$ cat src/rrre_pkg.sv
// shared constants and types of the return, reset and rotate execution block
// Notes on behaviour
// - the software reset opcode requests a device reset, touching no flag.
// - the software reset opcode clears soft_reset_indicator.
// - return_and_enable_irq pops the stack into the PC, carry untouched.
// - return_and_enable_irq sets global_irq_enable, one word, two cycles.
// - return_with_literal loads W with its literal and pops PC, two cycles.
// - return, coded 0000 0000 0001 001s, pops in two cycles, no flags.
// - rotate_left_carry puts bit 7 in carry, old carry in bit 0, only carry.
// - for rotate_left_carry destination 0 writes W and 1 the file register.
// - rotate_left_carry decodes 0011 01da ffff ffff, 7-bit address, 1 cycle.
`default_nettype none
package rrre_pkg;
  // ****************************************************************
  // widths and sizes
  // ****************************************************************
  localparam int unsigned INSTR_W = 16;
  localparam int unsigned PC_W = 15;
  localparam int unsigned STACK_DEPTH = 16;
  localparam int unsigned ADR_W = 8;
  localparam int unsigned FADR_W = 7;

  // ****************************************************************
  // opcodes and fields
  // ****************************************************************
  localparam logic [15:0] OP_RESET = 16'h0001;
  localparam logic [15:0] OP_RET_IRQ = 16'h0010;
  localparam logic [14:0] OP_RETURN_HI = 15'h0009;
  localparam logic [7:0] OP_RET_LIT_HI = 8'h0C;
  localparam logic [5:0] OP_ROT_HI = 6'h0D;
  localparam int unsigned ROT_DEST_BIT = 9;

  // ****************************************************************
  // register offsets, bit positions and reset values
  // ****************************************************************
  localparam logic [7:0] REG_IRQ_CTRL = 8'h00;
  localparam logic [7:0] REG_PWR_STAT = 8'h04;
  localparam logic [7:0] REG_CORE_STAT = 8'h08;
  localparam logic [7:0] REG_WORK = 8'h0C;
  localparam logic [7:0] REG_STACK_PTR = 8'h10;
  localparam logic [7:0] REG_PROG_CNT = 8'h14;
  localparam int unsigned IRQ_EN_BIT = 7;
  localparam int unsigned SRI_BIT = 2;
  localparam int unsigned CARRY_BIT = 0;
  localparam logic RST_IRQ_EN = 1'b0;
  localparam logic RST_SRI = 1'b1;
  localparam logic RST_CARRY = 1'b0;
  localparam logic [7:0] RST_WORK = 8'h00;

  // ****************************************************************
  // execution states
  // ****************************************************************
  typedef enum logic [1:0] {
    ST_IDLE = 2'b01,
    ST_SECOND = 2'b10
  } rrre_state_type;
endpackage : rrre_pkg
`default_nettype wire

$ cat src/rrre_stack_mem.sv
// return address stack storage with registered read data
`timescale 1ns/1ns
`default_nettype none
module rrre_stack_mem #(
  parameter int unsigned DEPTH = 16,
  parameter int unsigned WIDTH = 15,
  parameter int unsigned AW = 4
) (
  input wire logic clk_i,
  input wire logic rst_n_i,
  input wire logic we_i,
  input wire logic [AW-1:0] waddr_i,
  input wire logic [WIDTH-1:0] wdata_i,
  input wire logic [AW-1:0] raddr_i,
  output logic [WIDTH-1:0] rdata_o
);
  logic [WIDTH-1:0] mem_q [DEPTH];
  logic [WIDTH-1:0] rdata_q;

  // ****************************************************************
  // storage
  // ****************************************************************
  // array write, no reset on the cells
  always_ff @(posedge clk_i) begin
    if (we_i) begin
      mem_q[waddr_i] <= wdata_i;
    end
  end

  // read port registered every cycle
  always_ff @(posedge clk_i or negedge rst_n_i) begin
    if (!rst_n_i) begin
      rdata_q <= '0;
    end else begin
      rdata_q <= mem_q[raddr_i];
    end
  end

  assign rdata_o = rdata_q;
endmodule : rrre_stack_mem
`default_nettype wire

$ cat src/rrre_exec.sv
// execution unit for software reset, the three returns and rotate left
`timescale 1ns/1ns
`default_nettype none
module rrre_exec #(
  parameter int unsigned STACK_DEPTH = rrre_pkg::STACK_DEPTH
) (
  input wire logic MCLK_I,
  input wire logic RST_N_I,
  input wire logic WB_CYC_I,
  input wire logic WB_STB_I,
  input wire logic WB_WE_I,
  input wire logic [rrre_pkg::ADR_W-1:0] WB_ADR_I,
  input wire logic [3:0] WB_SEL_I,
  input wire logic [31:0] WB_DAT_I,
  output logic [31:0] WB_DAT_O,
  output logic WB_ACK_O,
  input wire logic INSTR_VALID_I,
  input wire logic [rrre_pkg::INSTR_W-1:0] INSTR_I,
  output logic INSTR_READY_O,
  output logic [rrre_pkg::FADR_W-1:0] FILE_RADDR_O,
  input wire logic [7:0] FILE_RDATA_I,
  output logic [rrre_pkg::FADR_W-1:0] FILE_WADDR_O,
  output logic [7:0] FILE_WDATA_O,
  output logic FILE_WE_O,
  input wire logic PUSH_I,
  input wire logic [rrre_pkg::PC_W-1:0] PUSH_PC_I,
  output logic PUSH_READY_O,
  output logic [rrre_pkg::PC_W-1:0] PC_O,
  output logic PC_LOAD_O,
  output logic [7:0] W_O,
  output logic CARRY_O,
  output logic GLOBAL_IRQ_ENABLE_O,
  output logic DEV_RESET_REQ_O
);
  localparam int unsigned SP_W = $clog2(STACK_DEPTH);

  // ****************************************************************
  // declarations
  // ****************************************************************
  rrre_pkg::rrre_state_type state_q;
  rrre_pkg::rrre_state_type state_d;
  logic idle;
  logic accept;
  logic is_reset;
  logic is_ret_irq;
  logic is_return;
  logic is_ret_lit;
  logic is_rot;
  logic do_reset;
  logic do_ret;
  logic do_rot;
  logic pop;
  logic push_fire;
  logic rot_to_file;
  logic [7:0] rot_result;
  logic [rrre_pkg::PC_W-1:0] stack_top_value;
  logic [SP_W-1:0] sp_q;
  logic [SP_W-1:0] sp_d;
  logic [SP_W-1:0] sp_top;
  logic ret_irq_q;
  logic ret_lit_q;
  logic [7:0] lit_q;
  logic global_irq_enable_q;
  logic global_irq_enable_d;
  logic soft_reset_indicator_q;
  logic soft_reset_indicator_d;
  logic carry_q;
  logic carry_d;
  logic [7:0] w_q;
  logic [7:0] w_d;
  logic [rrre_pkg::PC_W-1:0] pc_q;
  logic pc_load_q;
  logic reset_req_q;
  logic file_we_q;
  logic [7:0] file_wdata_q;
  logic [rrre_pkg::FADR_W-1:0] file_waddr_q;
  logic bus_req;
  logic bus_wr;
  logic wr_irq;
  logic wr_pwr;
  logic wr_stat;
  logic wr_work;
  logic ack_q;
  logic [31:0] rd_data;
  logic [31:0] dat_q;

  // ****************************************************************
  // instruction decode
  // ****************************************************************
  // one instruction at a time, the second cycle of a return stalls
  assign idle = state_q == rrre_pkg::ST_IDLE;
  assign INSTR_READY_O = idle;
  assign accept = INSTR_VALID_I && idle;
  assign is_reset = INSTR_I == rrre_pkg::OP_RESET;
  assign is_ret_irq = INSTR_I == rrre_pkg::OP_RET_IRQ;
  assign is_return = INSTR_I[15:1] == rrre_pkg::OP_RETURN_HI;
  assign is_ret_lit = INSTR_I[15:8] == rrre_pkg::OP_RET_LIT_HI;
  assign is_rot = INSTR_I[15:10] == rrre_pkg::OP_ROT_HI;
  assign do_reset = accept && is_reset;
  assign do_ret = accept && (is_ret_irq || is_return || is_ret_lit);
  assign do_rot = accept && is_rot;
  assign pop = state_q == rrre_pkg::ST_SECOND;

  // rotate datapath, old carry enters bit 0
  assign FILE_RADDR_O = INSTR_I[rrre_pkg::FADR_W-1:0];
  assign rot_to_file = INSTR_I[rrre_pkg::ROT_DEST_BIT];
  assign rot_result = {FILE_RDATA_I[6:0], carry_q};

  // ****************************************************************
  // return stack
  // ****************************************************************
  // pushes only while idle so they never meet a pop
  assign PUSH_READY_O = idle && !INSTR_VALID_I;
  assign push_fire = PUSH_I && PUSH_READY_O;
  assign sp_top = sp_q - SP_W'(1);

  rrre_stack_mem #(
    .DEPTH(STACK_DEPTH),
    .WIDTH(rrre_pkg::PC_W),
    .AW(SP_W)
  ) u_stack (
    .clk_i(MCLK_I),
    .rst_n_i(RST_N_I),
    .we_i(push_fire),
    .waddr_i(sp_q),
    .wdata_i(PUSH_PC_I),
    .raddr_i(sp_top),
    .rdata_o(stack_top_value)
  );

  // pointer steps back one entry per pop
  assign sp_d = pop ? sp_top : (push_fire ? sp_q + SP_W'(1) : sp_q);

  // ****************************************************************
  // next values of state and core registers
  // ****************************************************************
  // a return spends a second cycle while the top is read
  assign state_d = do_ret ? rrre_pkg::ST_SECOND : rrre_pkg::ST_IDLE;

  // hardware set wins over a software clear
  assign global_irq_enable_d = (pop && ret_irq_q) ? 1'b1
      : (wr_irq ? WB_DAT_I[rrre_pkg::IRQ_EN_BIT] : global_irq_enable_q);
  // the reset opcode clear wins over a software write
  assign soft_reset_indicator_d = do_reset ? 1'b0
      : (wr_pwr ? WB_DAT_I[rrre_pkg::SRI_BIT] : soft_reset_indicator_q);
  // only the rotate and a core status write touch carry
  assign carry_d = do_rot ? FILE_RDATA_I[7]
      : (wr_stat ? WB_DAT_I[rrre_pkg::CARRY_BIT] : carry_q);
  assign w_d = (pop && ret_lit_q) ? lit_q
      : ((do_rot && !rot_to_file) ? rot_result
      : (wr_work ? WB_DAT_I[7:0] : w_q));

  // ****************************************************************
  // state and stack registers
  // ****************************************************************
  // sequencer, pointer and latched return kind
  always_ff @(posedge MCLK_I or negedge RST_N_I) begin
    if (!RST_N_I) begin
      state_q <= rrre_pkg::ST_IDLE;
      sp_q <= '0;
      ret_irq_q <= 1'b0;
      ret_lit_q <= 1'b0;
      lit_q <= 8'h00;
    end else begin
      state_q <= state_d;
      sp_q <= sp_d;
      ret_irq_q <= do_ret && is_ret_irq;
      ret_lit_q <= do_ret && is_ret_lit;
      lit_q <= do_ret ? INSTR_I[7:0] : lit_q;
    end
  end

  // ****************************************************************
  // core registers
  // ****************************************************************
  // flags, working register and power status
  always_ff @(posedge MCLK_I or negedge RST_N_I) begin
    if (!RST_N_I) begin
      global_irq_enable_q <= rrre_pkg::RST_IRQ_EN;
      soft_reset_indicator_q <= rrre_pkg::RST_SRI;
      carry_q <= rrre_pkg::RST_CARRY;
      w_q <= rrre_pkg::RST_WORK;
    end else begin
      global_irq_enable_q <= global_irq_enable_d;
      soft_reset_indicator_q <= soft_reset_indicator_d;
      carry_q <= carry_d;
      w_q <= w_d;
    end
  end

  // program counter load and reset request pulses
  always_ff @(posedge MCLK_I or negedge RST_N_I) begin
    if (!RST_N_I) begin
      pc_q <= '0;
      pc_load_q <= 1'b0;
      reset_req_q <= 1'b0;
    end else begin
      pc_q <= pop ? stack_top_value : pc_q;
      pc_load_q <= pop;
      reset_req_q <= do_reset;
    end
  end

  // rotate write back to the file register
  always_ff @(posedge MCLK_I or negedge RST_N_I) begin
    if (!RST_N_I) begin
      file_we_q <= 1'b0;
      file_wdata_q <= 8'h00;
      file_waddr_q <= '0;
    end else begin
      file_we_q <= do_rot && rot_to_file;
      file_wdata_q <= do_rot ? rot_result : file_wdata_q;
      file_waddr_q <= do_rot ? FILE_RADDR_O : file_waddr_q;
    end
  end

  assign PC_O = pc_q;
  assign PC_LOAD_O = pc_load_q;
  assign W_O = w_q;
  assign CARRY_O = carry_q;
  assign GLOBAL_IRQ_ENABLE_O = global_irq_enable_q;
  assign DEV_RESET_REQ_O = reset_req_q;
  assign FILE_WE_O = file_we_q;
  assign FILE_WDATA_O = file_wdata_q;
  assign FILE_WADDR_O = file_waddr_q;

  // ****************************************************************
  // wishbone slave
  // ****************************************************************
  // writes land on the edge where ack is seen, lane 0 only
  assign bus_req = WB_CYC_I && WB_STB_I;
  assign bus_wr = bus_req && WB_WE_I && ack_q && WB_SEL_I[0];
  assign wr_irq = bus_wr && WB_ADR_I == rrre_pkg::REG_IRQ_CTRL;
  assign wr_pwr = bus_wr && WB_ADR_I == rrre_pkg::REG_PWR_STAT;
  assign wr_stat = bus_wr && WB_ADR_I == rrre_pkg::REG_CORE_STAT;
  assign wr_work = bus_wr && WB_ADR_I == rrre_pkg::REG_WORK;

  // read mux, unmapped offsets read zero
  always_comb begin
    rd_data = 32'h00000000;
    case (WB_ADR_I)
      rrre_pkg::REG_IRQ_CTRL: rd_data = 32'(global_irq_enable_q)
          << rrre_pkg::IRQ_EN_BIT;
      rrre_pkg::REG_PWR_STAT: rd_data = 32'(soft_reset_indicator_q)
          << rrre_pkg::SRI_BIT;
      rrre_pkg::REG_CORE_STAT: rd_data = 32'(carry_q) << rrre_pkg::CARRY_BIT;
      rrre_pkg::REG_WORK: rd_data = 32'(w_q);
      rrre_pkg::REG_STACK_PTR: rd_data = 32'(sp_q);
      rrre_pkg::REG_PROG_CNT: rd_data = 32'(pc_q);
      default: rd_data = 32'h00000000;
    endcase
  end

  // ack one cycle after the request, dropped the cycle after
  always_ff @(posedge MCLK_I or negedge RST_N_I) begin
    if (!RST_N_I) begin
      ack_q <= 1'b0;
      dat_q <= 32'h00000000;
    end else begin
      ack_q <= bus_req && !ack_q;
      dat_q <= (bus_req && !ack_q) ? rd_data : dat_q;
    end
  end

  assign WB_ACK_O = ack_q;
  assign WB_DAT_O = dat_q;
endmodule : rrre_exec
`default_nettype wire

$ cat config.mk
export PLATFORM = sky130hd
export DESIGN_NAME = rrre_exec
export DESIGN_NICKNAME = d
export VERILOG_FILES = /design/src/rrre_pkg.sv /design/src/rrre_stack_mem.sv /design/src/rrre_exec.sv
export SDC_FILE = /design/constraint.sdc
export NUM_CORES = 1
export LEC_CHECK = 0
export BUFFER_PORTS_ARGS = -buffer_cell sky130_fd_sc_hd__buf_2
export CAP_MARGIN = 15
export CORE_MARGIN = 2
export CORE_UTILIZATION = 58
export DETAILED_ROUTE_END_ITERATION = 6
export GPL_TIMING_DRIVEN = 1
export HOLD_SLACK_MARGIN = 0.02
export PLACE_DENSITY = 0.83
export SLEW_MARGIN = 40
export SYNTH_ARGS = -nofsm -noshare
export SYNTH_HDL_FRONTEND = slang
export SYNTH_SLANG_ARGS = --single-unit
$ cat constraint.sdc
create_clock -name MCLK_I -period 3.2 [get_ports MCLK_I]
set_clock_uncertainty 0.1 [all_clocks]
set_input_delay 0.16 -clock MCLK_I [delete_from_list [all_inputs] [get_ports MCLK_I]]
set_output_delay 0.16 -clock MCLK_I [all_outputs]
set_load 0.02 [all_outputs]
# Word-level counts from Yosys, hierarchy flattened

Memory sizes are Yosys's and may differ from the RTL's. A register that Yosys moved wholly into a read port is not among the register bits.
Cells that the tools add are included.

Memories: 1
RAM bits: 240
Bits in registers: 93
Logic and storage cells: 80
Output and inout bits: 85
Bits of input ports: 90

Memory list:

| memory        | depth | width | rd ports | clocked after memory_dff | write ports | RTL line             | text |
|---|---|---|---|---|---|---|---|
| u_stack.mem_q | 16    | 15    | 1        | 1                        | 1           | rrre_stack_mem.sv:17 | `logic [WIDTH-1:0] mem_q [DEPTH];` |

Reductions and logical operators: 33
$add $sub $neg: 2
Multiplexer cells: 15
Equal/unequal tests: 12

Operators with widths:

| cell                | number |
|---|---|
| $pmux 15 s6         | 1 |
| $eq 8x4->1 const B  | 3 |
| $mux 8              | 3 |
| $logic_and 1x1->1   | 21 |
| $eq 16x1->1 const B | 1 |
| $eq 16x5->1 const B | 1 |
| $eq 8x5->1 const B  | 2 |
| $eq 15x4->1 const B | 1 |
| $eq 8x3->1 const B  | 1 |
| $logic_not 8->1     | 1 |
| $mux 1              | 8 |
| $mux 4              | 2 |
| $reduce_bool 2->1   | 4 |
| $eq 6x4->1 const B  | 1 |
| $add 4x1->4 const B | 1 |
| $logic_not 1->1     | 4 |
| $sub 4x1->4 const B | 1 |
| $reduce_bool 3->1   | 1 |
| $eq 2x1->1 const B  | 1 |
| $eq 2x2->1 const B  | 1 |
| $logic_or 1x1->1    | 2 |
| $mux 2              | 1 |

# Longest topological paths before layout

Gate-level depths: netlist of run 1.

Word-level depth: 8
Depth in mapped cells: 11
Gate-level depth less buffers: 6

# Modules after synthesis

From an unflattened synthesis of run 1, not the netlist that was laid out.

Cell total of the unflattened synthesis: 729
Area total of the unflattened synthesis: 13151.4 sq um

Modules (own cells, without submodules):

| module         | area each (sq um) | sequential area each (sq um) | cells an instance | times used |
|---|---|---|---|---|
| rrre_stack_mem | 9521.6            | 7582.3                       | 406               | 1 |
| rrre_exec      | 3629.7            | 1904.3                       | 323               | 1 |

# Least setup slack after synthesis of run 1

Ideal clock, no wire load.

Path type: register -> register
Start: reg state_q[0]
End: mem u_stack.mem_q[3][0], enable pin
Cell stages (with the launch flop): 6
Path buffers: 1
Required time: 2694 ps
Period minus slack after synthesis: 3294 ps
Data arrival time: 2788 ps
Path slack: -94 ps
Library setup time: 406 ps
Cell sequence: dfstp_2 -> nor3b_1 -> and2_1 -> clkbuf_1 -> nand2_1 -> nor3_1

Word-level cells in the longest chain between the ends: 5

RTL lines:

| item                         | RTL line             | text |
|---|---|---|
| start, declared              | rrre_exec.sv:40      | `rrre_pkg::rrre_state_type state_q;` |
| start signal, assigned       | rrre_exec.sv:159     | `state_q <= rrre_pkg::ST_IDLE;` |
| start signal, assigned       | rrre_exec.sv:165     | `state_q <= state_d;` |
| $eq 2x1->1                   | rrre_exec.sv:91      | `assign idle = state_q == rrre_pkg::ST_IDLE;` |
| $logic_and 1x1->1            | rrre_exec.sv:113     | `assign PUSH_READY_O = idle && !INSTR_VALID_I;` |
| named net PUSH_READY_O       | rrre_exec.sv:27      | `output logic PUSH_READY_O,` |
| $logic_and 1x1->1            | rrre_exec.sv:114     | `assign push_fire = PUSH_I && PUSH_READY_O;` |
| $mux 1                       | rrre_stack_mem.sv:25 | `if (we_i) begin` |
| $mux 1 (not written as such) | rrre_stack_mem.sv:26 | `mem_q[waddr_i] <= wdata_i;` |
| end, declared                | rrre_stack_mem.sv:17 |  |

The timed path passes the listed nets, and every way through them passes these cells.

# Worst setup path after layout of run 1

Start: in INSTR_I[13] (netlist bit)
End: reg lit_q[1]

Word-level cells in the longest chain between the ends: 4
Elaborated cells between the ends (all ways): 6
Classes of those cells: 3 x eq/ne; 3 x reduce/logical

RTL lines:

| item                                              | RTL line                         | text |
|---|---|---|
| start, declared                                   | rrre_exec.sv:18                  | `input wire logic [rrre_pkg::INSTR_W-1:0] INSTR_I,` |
| $eq 16x5->1 / $eq 15x4->1 (equally long branches) | rrre_exec.sv:95, rrre_exec.sv:96 |  |
| $logic_or 1x1->1                                  | rrre_exec.sv:100                 | `assign do_ret = accept && (is_ret_irq \|\| is_return \|\| is_ret_lit);` |
| $logic_or 1x1->1 *                                | rrre_exec.sv:100                 |  |
| $logic_and 1x1->1 *                               | rrre_exec.sv:100                 |  |
| end signal, assigned                              | rrre_exec.sv:169                 | `lit_q <= do_ret ? INSTR_I[7:0] : lit_q;` |
| end, declared                                     | rrre_exec.sv:62                  | `logic [7:0] lit_q;` |

Every way passes the cells marked *; elsewhere a longest branch is shown, timed or not.
A chain may end at the register's enable or synchronous reset.

==> results of run 1 <==
report_power, final:
| part | internal, mW | switching (mW) |
|---|---|---|
| Sequential | 4.95 | 0.182 |
| Combinational | 1.79 | 2.71 |
| Clock | 2.17 | 1.64 |
Yosys cell counts (3+ instances only):
cell	number
a221oi_1	15
a22oi_1	12
a32o_1	15
and2_1	5
and3_1	11
and4_1	3
buf_2	11
buf_4	25
clkbuf_1	37
dfrtp_1	89
edfxtp_1	240
ha_1	5
inv_1	6
mux2_2	18
mux2i_1	35
mux4_2	30
nand2_1	198
nand2b_1	4
nand3_1	53
nand4_1	4
nor2_1	23
nor2b_1	5
nor3_1	8
nor4_1	6
o21ai_0	23
o21ai_1	8
o41ai_1	8
or4_1	10
xnor2_1	4
worst max-delay path: cells and delay by family:
kind | cells | cell delay, ns
buffers and inverters | 4 | 1.84
AOI/OAI and AO/OA | 1 | 0.08
and+or+nand+nor | 3 | 1.21
registers in the layout, summed over array words and instances (netlist names), 4 cells and up:
signal and flops:
u_stack.mem_q 240, PC_O 15, WB_DAT_O 15, u_stack.rdata_o 15, FILE_WDATA_O 8, W_O 8, lit_q 8, FILE_WADDR_O 7
sp_q 4
cell families after synthesis:
family                   Yosys count
AO/OA/AOI/OAI                     98
XOR/XNOR                           6
adder cells (fa/ha/maj)            5
buffers and inverters             83
flip-flops                       331
multiplexers                      83
other                              1
AND/OR/NAND/NOR                  342
routing by layer:
layer / up-vias / part of all wire / routed length, um
met2: 521 / 0.48 / 15100
met1: 4330 / 0.39 / 12200
li1: 3901 / - / -
met4: 0 / 0.040 / 1260
met5: - / 0 / 0
met3: 100 / 0.090 / 2840
layout make-up:
class                   instances  share of cell area
inverters                       7             0.00162
repair buffers                213              0.0887
well taps                     313              0.0242
multi-input cells             551               0.233
clock buffers                  41              0.0548
flip-flops and latches        331               0.586
clock inverters                20              0.0116
how the worst max path moves through the flow:
stage	start	to	slack, ns	cells past startpoint
final	INSTR_I[13]	lit_q[1]	0.21	8
after CTS	INSTR_I[13]	lit_q[1]	0.22	8
after floorplan	state_q[0]	u_stack.mem_q[15][0]	0.30	5
after detailed placement	sp_q[1]	u_stack.rdata_o[2]	0.65	7
after global placement	sp_q[1]	u_stack.rdata_o[2]	0.73	7
after global routing	INSTR_I[13]	lit_q[1]	0.18	8
==> run metrics, run 1 <==
status finished, violations left; violated checks DRC; MaxCap Viol Count 0; Worst Setup Start Kind input port; DP Cell Count between 1000 and 1500; M2 GR Usage 0.420; DR pass1 iterations 7; Synth Warn # 0; Layout area overhead 19.3%; initial drt markers around 790; Hold Path Depth 4; Min Clock Period, post-route 2.99 ns; WL/cell 21.2 um; Slew HR 0.412; I/O pin count between 150 and 200; DP Area 14600 sq um; Crit Path Max Fanout 16; Compound-Gate Fraction of Synth Area 0.0543; # DRC 2; number of enable flip-flop cells after synthesis 240; FP Rows 55; HPWL Detailed 18700 um; post-synthesis mux area share 0.0906; syn avg cell area about 14 sq um; period utilization 0.935; CTS H-tree lvls 2; ys async rst share 0.275; worst-path cell chain dlygate4sd3_1, buf_2, or4_4, or2_1, nor3_1, dlygate4sd3_1, o2bb2ai_1, dlygate4sd3_1; endpoints failing setup 0; root buf cell clkbuf_16; CP peak stage delay 0.60 ns; Yosys top cell area share 0.531; commonest non-fill, non-tap cell in the layout edfxtp_1; Reg2Reg Depth 6; clk_lat worst skew 0.53 ns; power per cell area 830 nW/um^2; area occupied by multi-input gates 3770 sq um; Min-Delay Path Class input port to flop; Initial Utilization 0.596; Max Clock Freq approximately 330 MHz; Synth cell types 60; Seq cells post-synth around 330; hold buffer count at cts 49; Post-Syn Instances between 900 and 1000; WP data required around 3.5 ns; Setup WS pre-CTS 0.651 ns; CP max-delay cell dlygate4sd3_1; die width around 160 um; gr ovfl total 0; Final WS setup just over 0.2 ns; crit end category flop; vias in the first global route 8903; ANT nets after route 0; first-pass GRT wire length roughly 48000 um; final wirelength 31400 um; Final Instance Count excl. Fillers 1476; clock tree buffer depth 3; nets@finish roughly 1200; Die Y-Extent 157 um; met3 Use GR 0.0460; largest net degree at the start of global routing 59; GPL Wtd Cong approximately 0.86; R2R Path End lit_q[1]; RSZ-0062 raised after global routing false; Syn Std Cell Area 13600 sq um; register area 9490 sq um; I/O Buffers 130; R2R Setup Slk approximately 0.46 ns; Post-CTS Setup Repair Bufs 0; WHS Endpoint WB_DAT_O[2]; GRT busiest layer met2; Slew Limit Fails 0; # diodes 0; Reg clk slew, reported paths 0.06 ns; cell mode on critical path dlygate4sd3_1; Fin Setup TNS 0 ns; initial antenna violation count 0; Tot Pwr 13.4 mW; Post-synth top flop edfxtp_1; Post-CTS Resized 0; Core Area approximately 23000 sq um; final hold viol count 0; adder-cell share of the synthesized area 0.00461; layout cells sized above 1 0.242; P_leak roughly 6.4 nW; Post-Synth Simple-Gate Area 0.116; Post-Synth XOR/XNOR Area 0.00387; Final Instance Area 16200 sq um; CTS tree yes; vias per cell approximately 6.0; worst-margin pin slew approximately 0.88 ns; min-delay src WB_ADR_I[7]; # fillers around 1400; VDD IR-drop max 0.717 mV; r2r startpoint state_q[0]; CTS Sinks about 330; TritonCTS Buffers 34; register area share after synthesis 0.699; critical path type input port to flop; most frequent cells in the layout edfxtp_1 (240), nand2_1 (198), buf_2 (129), dfrtp_1 (88), nand3_1 (53); hold_ws 0.0580 ns; Data arrival, critical path 3.30 ns; All-Layer GR Usage 0.257; post-layout util 0.711; die outline area 24600 sq um; GR Layer Usage met1 0.342; routed via count 8852; top cells by area, synth edfxtp_1 (53%), dfrtp_1 (16%), nand2_1 (5.5%); largest family of logic cells by synthesized area simple AND/OR/NAND/NOR gates; Synth area leader edfxtp_1
No activity file was read; power rests on OpenSTA's default activity.
==> run 2: changes to the inputs <==
--- a/config.mk
+++ b/config.mk
@@ -7,6 +7,7 @@
 export LEC_CHECK = 0
 export BUFFER_PORTS_ARGS = -buffer_cell sky130_fd_sc_hd__buf_2
 export CAP_MARGIN = 15
+export CORE_ASPECT_RATIO = 1.75
 export CORE_MARGIN = 2
 export CORE_UTILIZATION = 58
 export DETAILED_ROUTE_END_ITERATION = 6
==> run metrics, run 2 (synthesis results as in run 1) <==
root buf cell clkbuf_16; final wirelength 31600 um; commonest non-fill, non-tap cell in the layout edfxtp_1; All-Layer GR Usage 0.257; worst-margin pin slew approximately 0.86 ns; initial drt markers 855; Slew HR 0.428; CTS Sinks 331; Post-CTS Resized 0; TritonCTS Buffers 27; I/O Buffers 130; clock tree buffer depth 3; vias per cell around 6; worst-path cell chain and4bb_2, and4_1, mux2_2, dlygate4sd3_1; largest net degree at the start of global routing 75; vias in the first global route 8850; power per cell area 800 nW/um^2; gr ovfl total 0; Reg clk slew, reported paths approximately 0.070 ns; Crit Path Max Fanout 8; Clock power frac 0.261; Initial Utilization 0.586; # DRC 0; Slew Limit Fails 0; crit end category flop; VDD IR-drop max 0.420 mV; routed via count 8772; clk_lat worst skew 0.55 ns; Die Y-Extent 206 um; status finished, final reports clean; Min Clock Period, post-route 2.67 ns; HPWL Detailed 20100 um; endpoints failing setup 0; register name with the most flops u_stack.mem_q; switching share of power 0.331; most frequent cells in the layout edfxtp_1 (240), nand2_1 (198), buf_2 (129), dfrtp_1 (88), nand3_1 (53); layout cells sized above 1 0.238; GPL Wtd Cong 0.936; Min-Delay Path Class input port to flop; ANT nets after route 0; CTS H-tree lvls 1; period utilization 0.833; first-pass GRT wire length 48200 um; MaxCap Viol Count 0; Gate power share 0.339; FP Rows 74; Layout area overhead 18.0%; I/O pin count 175; CP max-delay cell dfstp_2; Core Area 23100 sq um; die outline area around 25000 sq um; Fin Setup TNS 0 ns; CP delay by family, top simple AND/OR/NAND/NOR gates; WP data required about 3.5 ns; Int Power between 8 and 9 mW; final hold viol count 0; die width 120 um; max reg flops 240; Worst Setup Start Kind flop; RSZ-0062 raised after global routing false; initial antenna violation count 1; Final WS setup ~0.53 ns; WP buf/inv 1; P_leak 6.27 nW; WL/cell 21.6 um; CTS tree yes; Setup WS pre-CTS between 0.6 and 0.7 ns; Max Clock Freq 375 MHz; nets@finish 1232; Data arrival, critical path 3.00 ns; net switching power 4.23 mW; Sequential Power Share 0.400; CP peak stage delay 0.60 ns; critical path type flop to flop; DR pass1 iterations 5
-- run 2: changes by cell type in the layout (fill, tap and decap cells not counted), sizes merged --
cell / before / now
clkinv: 14 / 10
buf: 164 / 169
diode: 0 / 1
inv: 9 / 6
clkinvlp: 2 / 5
clkbuf: 41 / 31
dlygate4sd3: 49 / 50
bufinv: 2 / 4
-- run 2: layer usage --
metal / global-route usage / vias to the layer above / wire (um)
met1: 0.291 / 4305 / 11100
met5: 0 / - / 0
met4: 0.128 / 0 / 1470
met2: 0.472 / 477 / 17000
li1: - / 3882 / -
met3: 0.0348 / 108 / 2130
-- run 2: worst paths after layout --
kind                                  from              end  slack (ns)  depth (start not counted)
setup / recovery                state_q[0]          CARRY_O        0.53                          4
hold / removal                 WB_DAT_I[5]           W_O[5]        0.05                          5
setup reg to reg                state_q[0]          CARRY_O        0.53                          4
hold reg to reg            FILE_WDATA_O[3]  FILE_WDATA_O[3]        0.37                          2
max in group asynchronous          RST_N_I         PC_O[13]        2.11                          3
min in group asynchronous          RST_N_I  FILE_WADDR_O[1]        0.09                          2
-- run 2: area by class of cell --
cell class	instances	area [sq um]
well taps	304	380
clock inverters	18	194
flip-flops and latches	331	9490
diodes	1	2.50
clock buffers	31	691
multi-input cells	551	3770
repair buffers	219	1460
fillers	1482	7140
inverters	7	26.3
-- run 2: what timing repair did --
| action | in CTS | in global routing |
|---|---|---|
| setup buffers | 0 | 0 |
| endpoints found under the hold margin | 333 | 0 |
| hold buffers | 50 | 0 |
-- run 2: power by group through the flow --
| stage | Clock [mW] | Sequential (mW) | Combinational (mW) |
|---|---|---|---|
| floorplan | 0 | 5.16 | 3.05 |
| CTS | 3.39 | 5.12 | 4.35 |
| finish | 3.34 | 5.13 | 4.34 |
| detailed placement | 0 | 5.21 | 4.22 |
| global placement | 0 | 5.19 | 4.12 |
| global route | 3.55 | 5.15 | 4.71 |
-- run 2: per-stage QoR --
step / std cells / total power [mW] / hold WS (ns) / util / instance area [sq um]
6_report: 1462 / 12.8 / 0.0451 / 0.692 / 16000
5_1_grt: 1462 / 13.4 / 0.0525 / 0.692 / 16000
4_1_cts: 1460 / 12.9 / 0.0242 / 0.691 / 16000
3_5_place_dp: 1361 / 9.43 / 0.155 / 0.631 / 14600
3_3_place_gp: 1361 / 9.30 / 0.155 / 0.631 / 14600
2_1_floorplan: 965 / 8.20 / -0.236 / - / 13600
-- run 2: tightest hold or removal path, delay by kind of cell --
family | cells | cell delay (ns)
compound gates | 1 | 0.08
buf+inv | 1 | 0.10
simple gates | 3 | 0.30
==> run 3: changes to the inputs <==
--- a/config.mk
+++ b/config.mk
@@ -9,11 +9,11 @@
 export CAP_MARGIN = 15
 export CORE_ASPECT_RATIO = 1.75
 export CORE_MARGIN = 2
-export CORE_UTILIZATION = 58
+export CORE_UTILIZATION = 52
 export DETAILED_ROUTE_END_ITERATION = 6
 export GPL_TIMING_DRIVEN = 1
 export HOLD_SLACK_MARGIN = 0.02
-export PLACE_DENSITY = 0.83
+export PLACE_DENSITY = 0.79
 export SLEW_MARGIN = 40
 export SYNTH_ARGS = -nofsm -noshare
 export SYNTH_HDL_FRONTEND = slang
==> constraint.sdc (replaced) <==
create_clock -name MCLK_I -period 2.45 [get_ports MCLK_I]
set_clock_uncertainty 0.1 [all_clocks]
set_input_delay 0.1225 -clock MCLK_I [delete_from_list [all_inputs] [get_ports MCLK_I]]
set_output_delay 0.1225 -clock MCLK_I [all_outputs]
set_load 0.02 [all_outputs]
==> run metrics, run 3 (synthesis results as in run 1) <==
initial drt markers 588; crit end category flop; max reg flops 240; die width 126 um; power per cell area ~1000 nW/um^2; first-pass GRT wire length 48800 um; Data arrival, critical path 2.74 ns; Tot Pwr 16.9 mW; R2R Setup Slk ~0.13 ns; period utilization 0.971; critical path type input port to flop; nets@finish 1243; Layout area overhead 20.6%; Crit Path Max Fanout 8; DR pass1 iterations 5; TritonCTS Buffers 27; initial antenna violation count 0; post-layout util 0.635; register name with the most flops u_stack.mem_q; CTS Sinks 331; worst-margin pin slew a little over 0.8 ns; Fin Setup TNS 0 ns; RSZ-0062 raised after global routing false; All-Layer GR Usage 0.229; P_leak 6.38 nW; # diodes 0; clk_lat worst skew 0.53 ns; HPWL Detailed 20800 um; worst-path cell chain dlygate4sd3_1, buf_2, or2_2, dlygate4sd3_1, nor4b_2, buf_4, dlygate4sd3_1; final hold viol count 0; VDD IR-drop max 0.696 mV; MaxCap Viol Count 0; Die Y-Extent 218 um; commonest non-fill, non-tap cell in the layout edfxtp_1; I/O Buffers 130; Final WS setup 0.0699 ns; Reg clk slew, reported paths about 0.070 ns; gr ovfl total 0; routed via count just under 9000; cell mode on critical path dlygate4sd3_1; Setup WS pre-CTS roughly 0.16 ns; Initial Utilization 0.527; Final Instance Area 16400 sq um; WP data required 2.81 ns; R2R Path End u_stack.rdata_o[4]; Min Clock Period, post-route 2.38 ns; largest net degree at the start of global routing 54; WP buf/inv 5; Reg2Reg Depth 5; WHS Endpoint W_O[4]; most frequent cells in the layout edfxtp_1 (240), nand2_1 (198), buf_2 (130), dfrtp_1 (88), nand3_1 (53); I/O pin count 175; Core Area 25800 sq um; CTS H-tree lvls 1; DP Area 15000 sq um; CP max-delay cell dlygate4sd3_1; Max Clock Freq 420 MHz; Hold Path Depth 5; FP Rows 78; vias per cell 5.87; final wirelength around 32000 um; status finished, final reports clean; min-delay src WB_DAT_I[4]; endpoints failing setup 0; vias in the first global route 9076; ANT nets after route 0; Slew HR 0.445; # DRC 0; Slew Limit Fails 0; CTS tree yes; Post-CTS Setup Repair Bufs 0; r2r startpoint sp_q[0]; CP peak stage delay 0.61 ns; die outline area 27400 sq um; WL/cell 21.4 um; CP delay by family, top buffers and inverters; layout cells sized above 1 0.259; clock tree buffer depth 3; Worst Setup Start Kind input port; Min-Delay Path Class input port to flop; root buf cell clkbuf_16; GPL Wtd Cong around 0.89
## run 3: worst reg2reg max path, cell delays in order (launching register included)
cell	delay, ns
dfrtp_2	0.39
inv_1	0.09
ha_1	0.35
nor2b_2	0.71
a221oi_1	0.25
a32o_1	0.32
## run 3: where the power goes
part	switching [mW]	internal [mW]	total (mW)
clock	1.88	2.36	4.25
sequential	0.208	6.46	6.67
combinational	3.46	2.54	6.00
total	5.55	11.4	16.9
## run 3: how the worst max path moves through the flow
stage | from | endpoint | slack (ns) | depth (start not counted)
floorplan | state_q[0] | u_stack.mem_q[7][0] | -0.03 | 5
global placement | sp_q[0] | u_stack.rdata_o[12] | 0.18 | 5
detailed placement | sp_q[0] | u_stack.rdata_o[4] | 0.16 | 5
CTS | INSTR_I[13] | ret_irq_q | 0.09 | 7
global route | sp_q[0] | u_stack.rdata_o[11] | 0.03 | 5
finish | INSTR_I[15] | ret_lit_q | 0.07 | 7
## run 3: layer usage
metal / wire, um / vias up / GRT usage
li1: - / 3910 / -
met3: 2000 / 120 / 0.0258
met1: 10900 / 4287 / 0.254
met5: 0 / - / 0
met2: 17100 / 422 / 0.421
met4: 1850 / 0 / 0.136
## run 3: layout make-up
cell class	instances	area (sq um)
well taps	320	400
fillers	1792	9400
inverters	7	26.3
multi-input cells	551	3830
flip-flops and latches	331	9490
repair buffers	230	1750
clock inverters	15	166
clock buffers	34	702
## run 3: through the flow
stage               hold WS, ns  cells
finish                   0.0280   1488
global route             0.0504   1488
CTS                      0.0203   1488
detailed placement       0.0353   1389
global placement         0.0297   1389
floorplan                -0.273    965
## run 3: what timing repair did
item,in CTS,in global routing
hold endpoints to repair,367,0
setup endpoints to repair,0,1
hold buffers,50,0
resized for setup,0,1
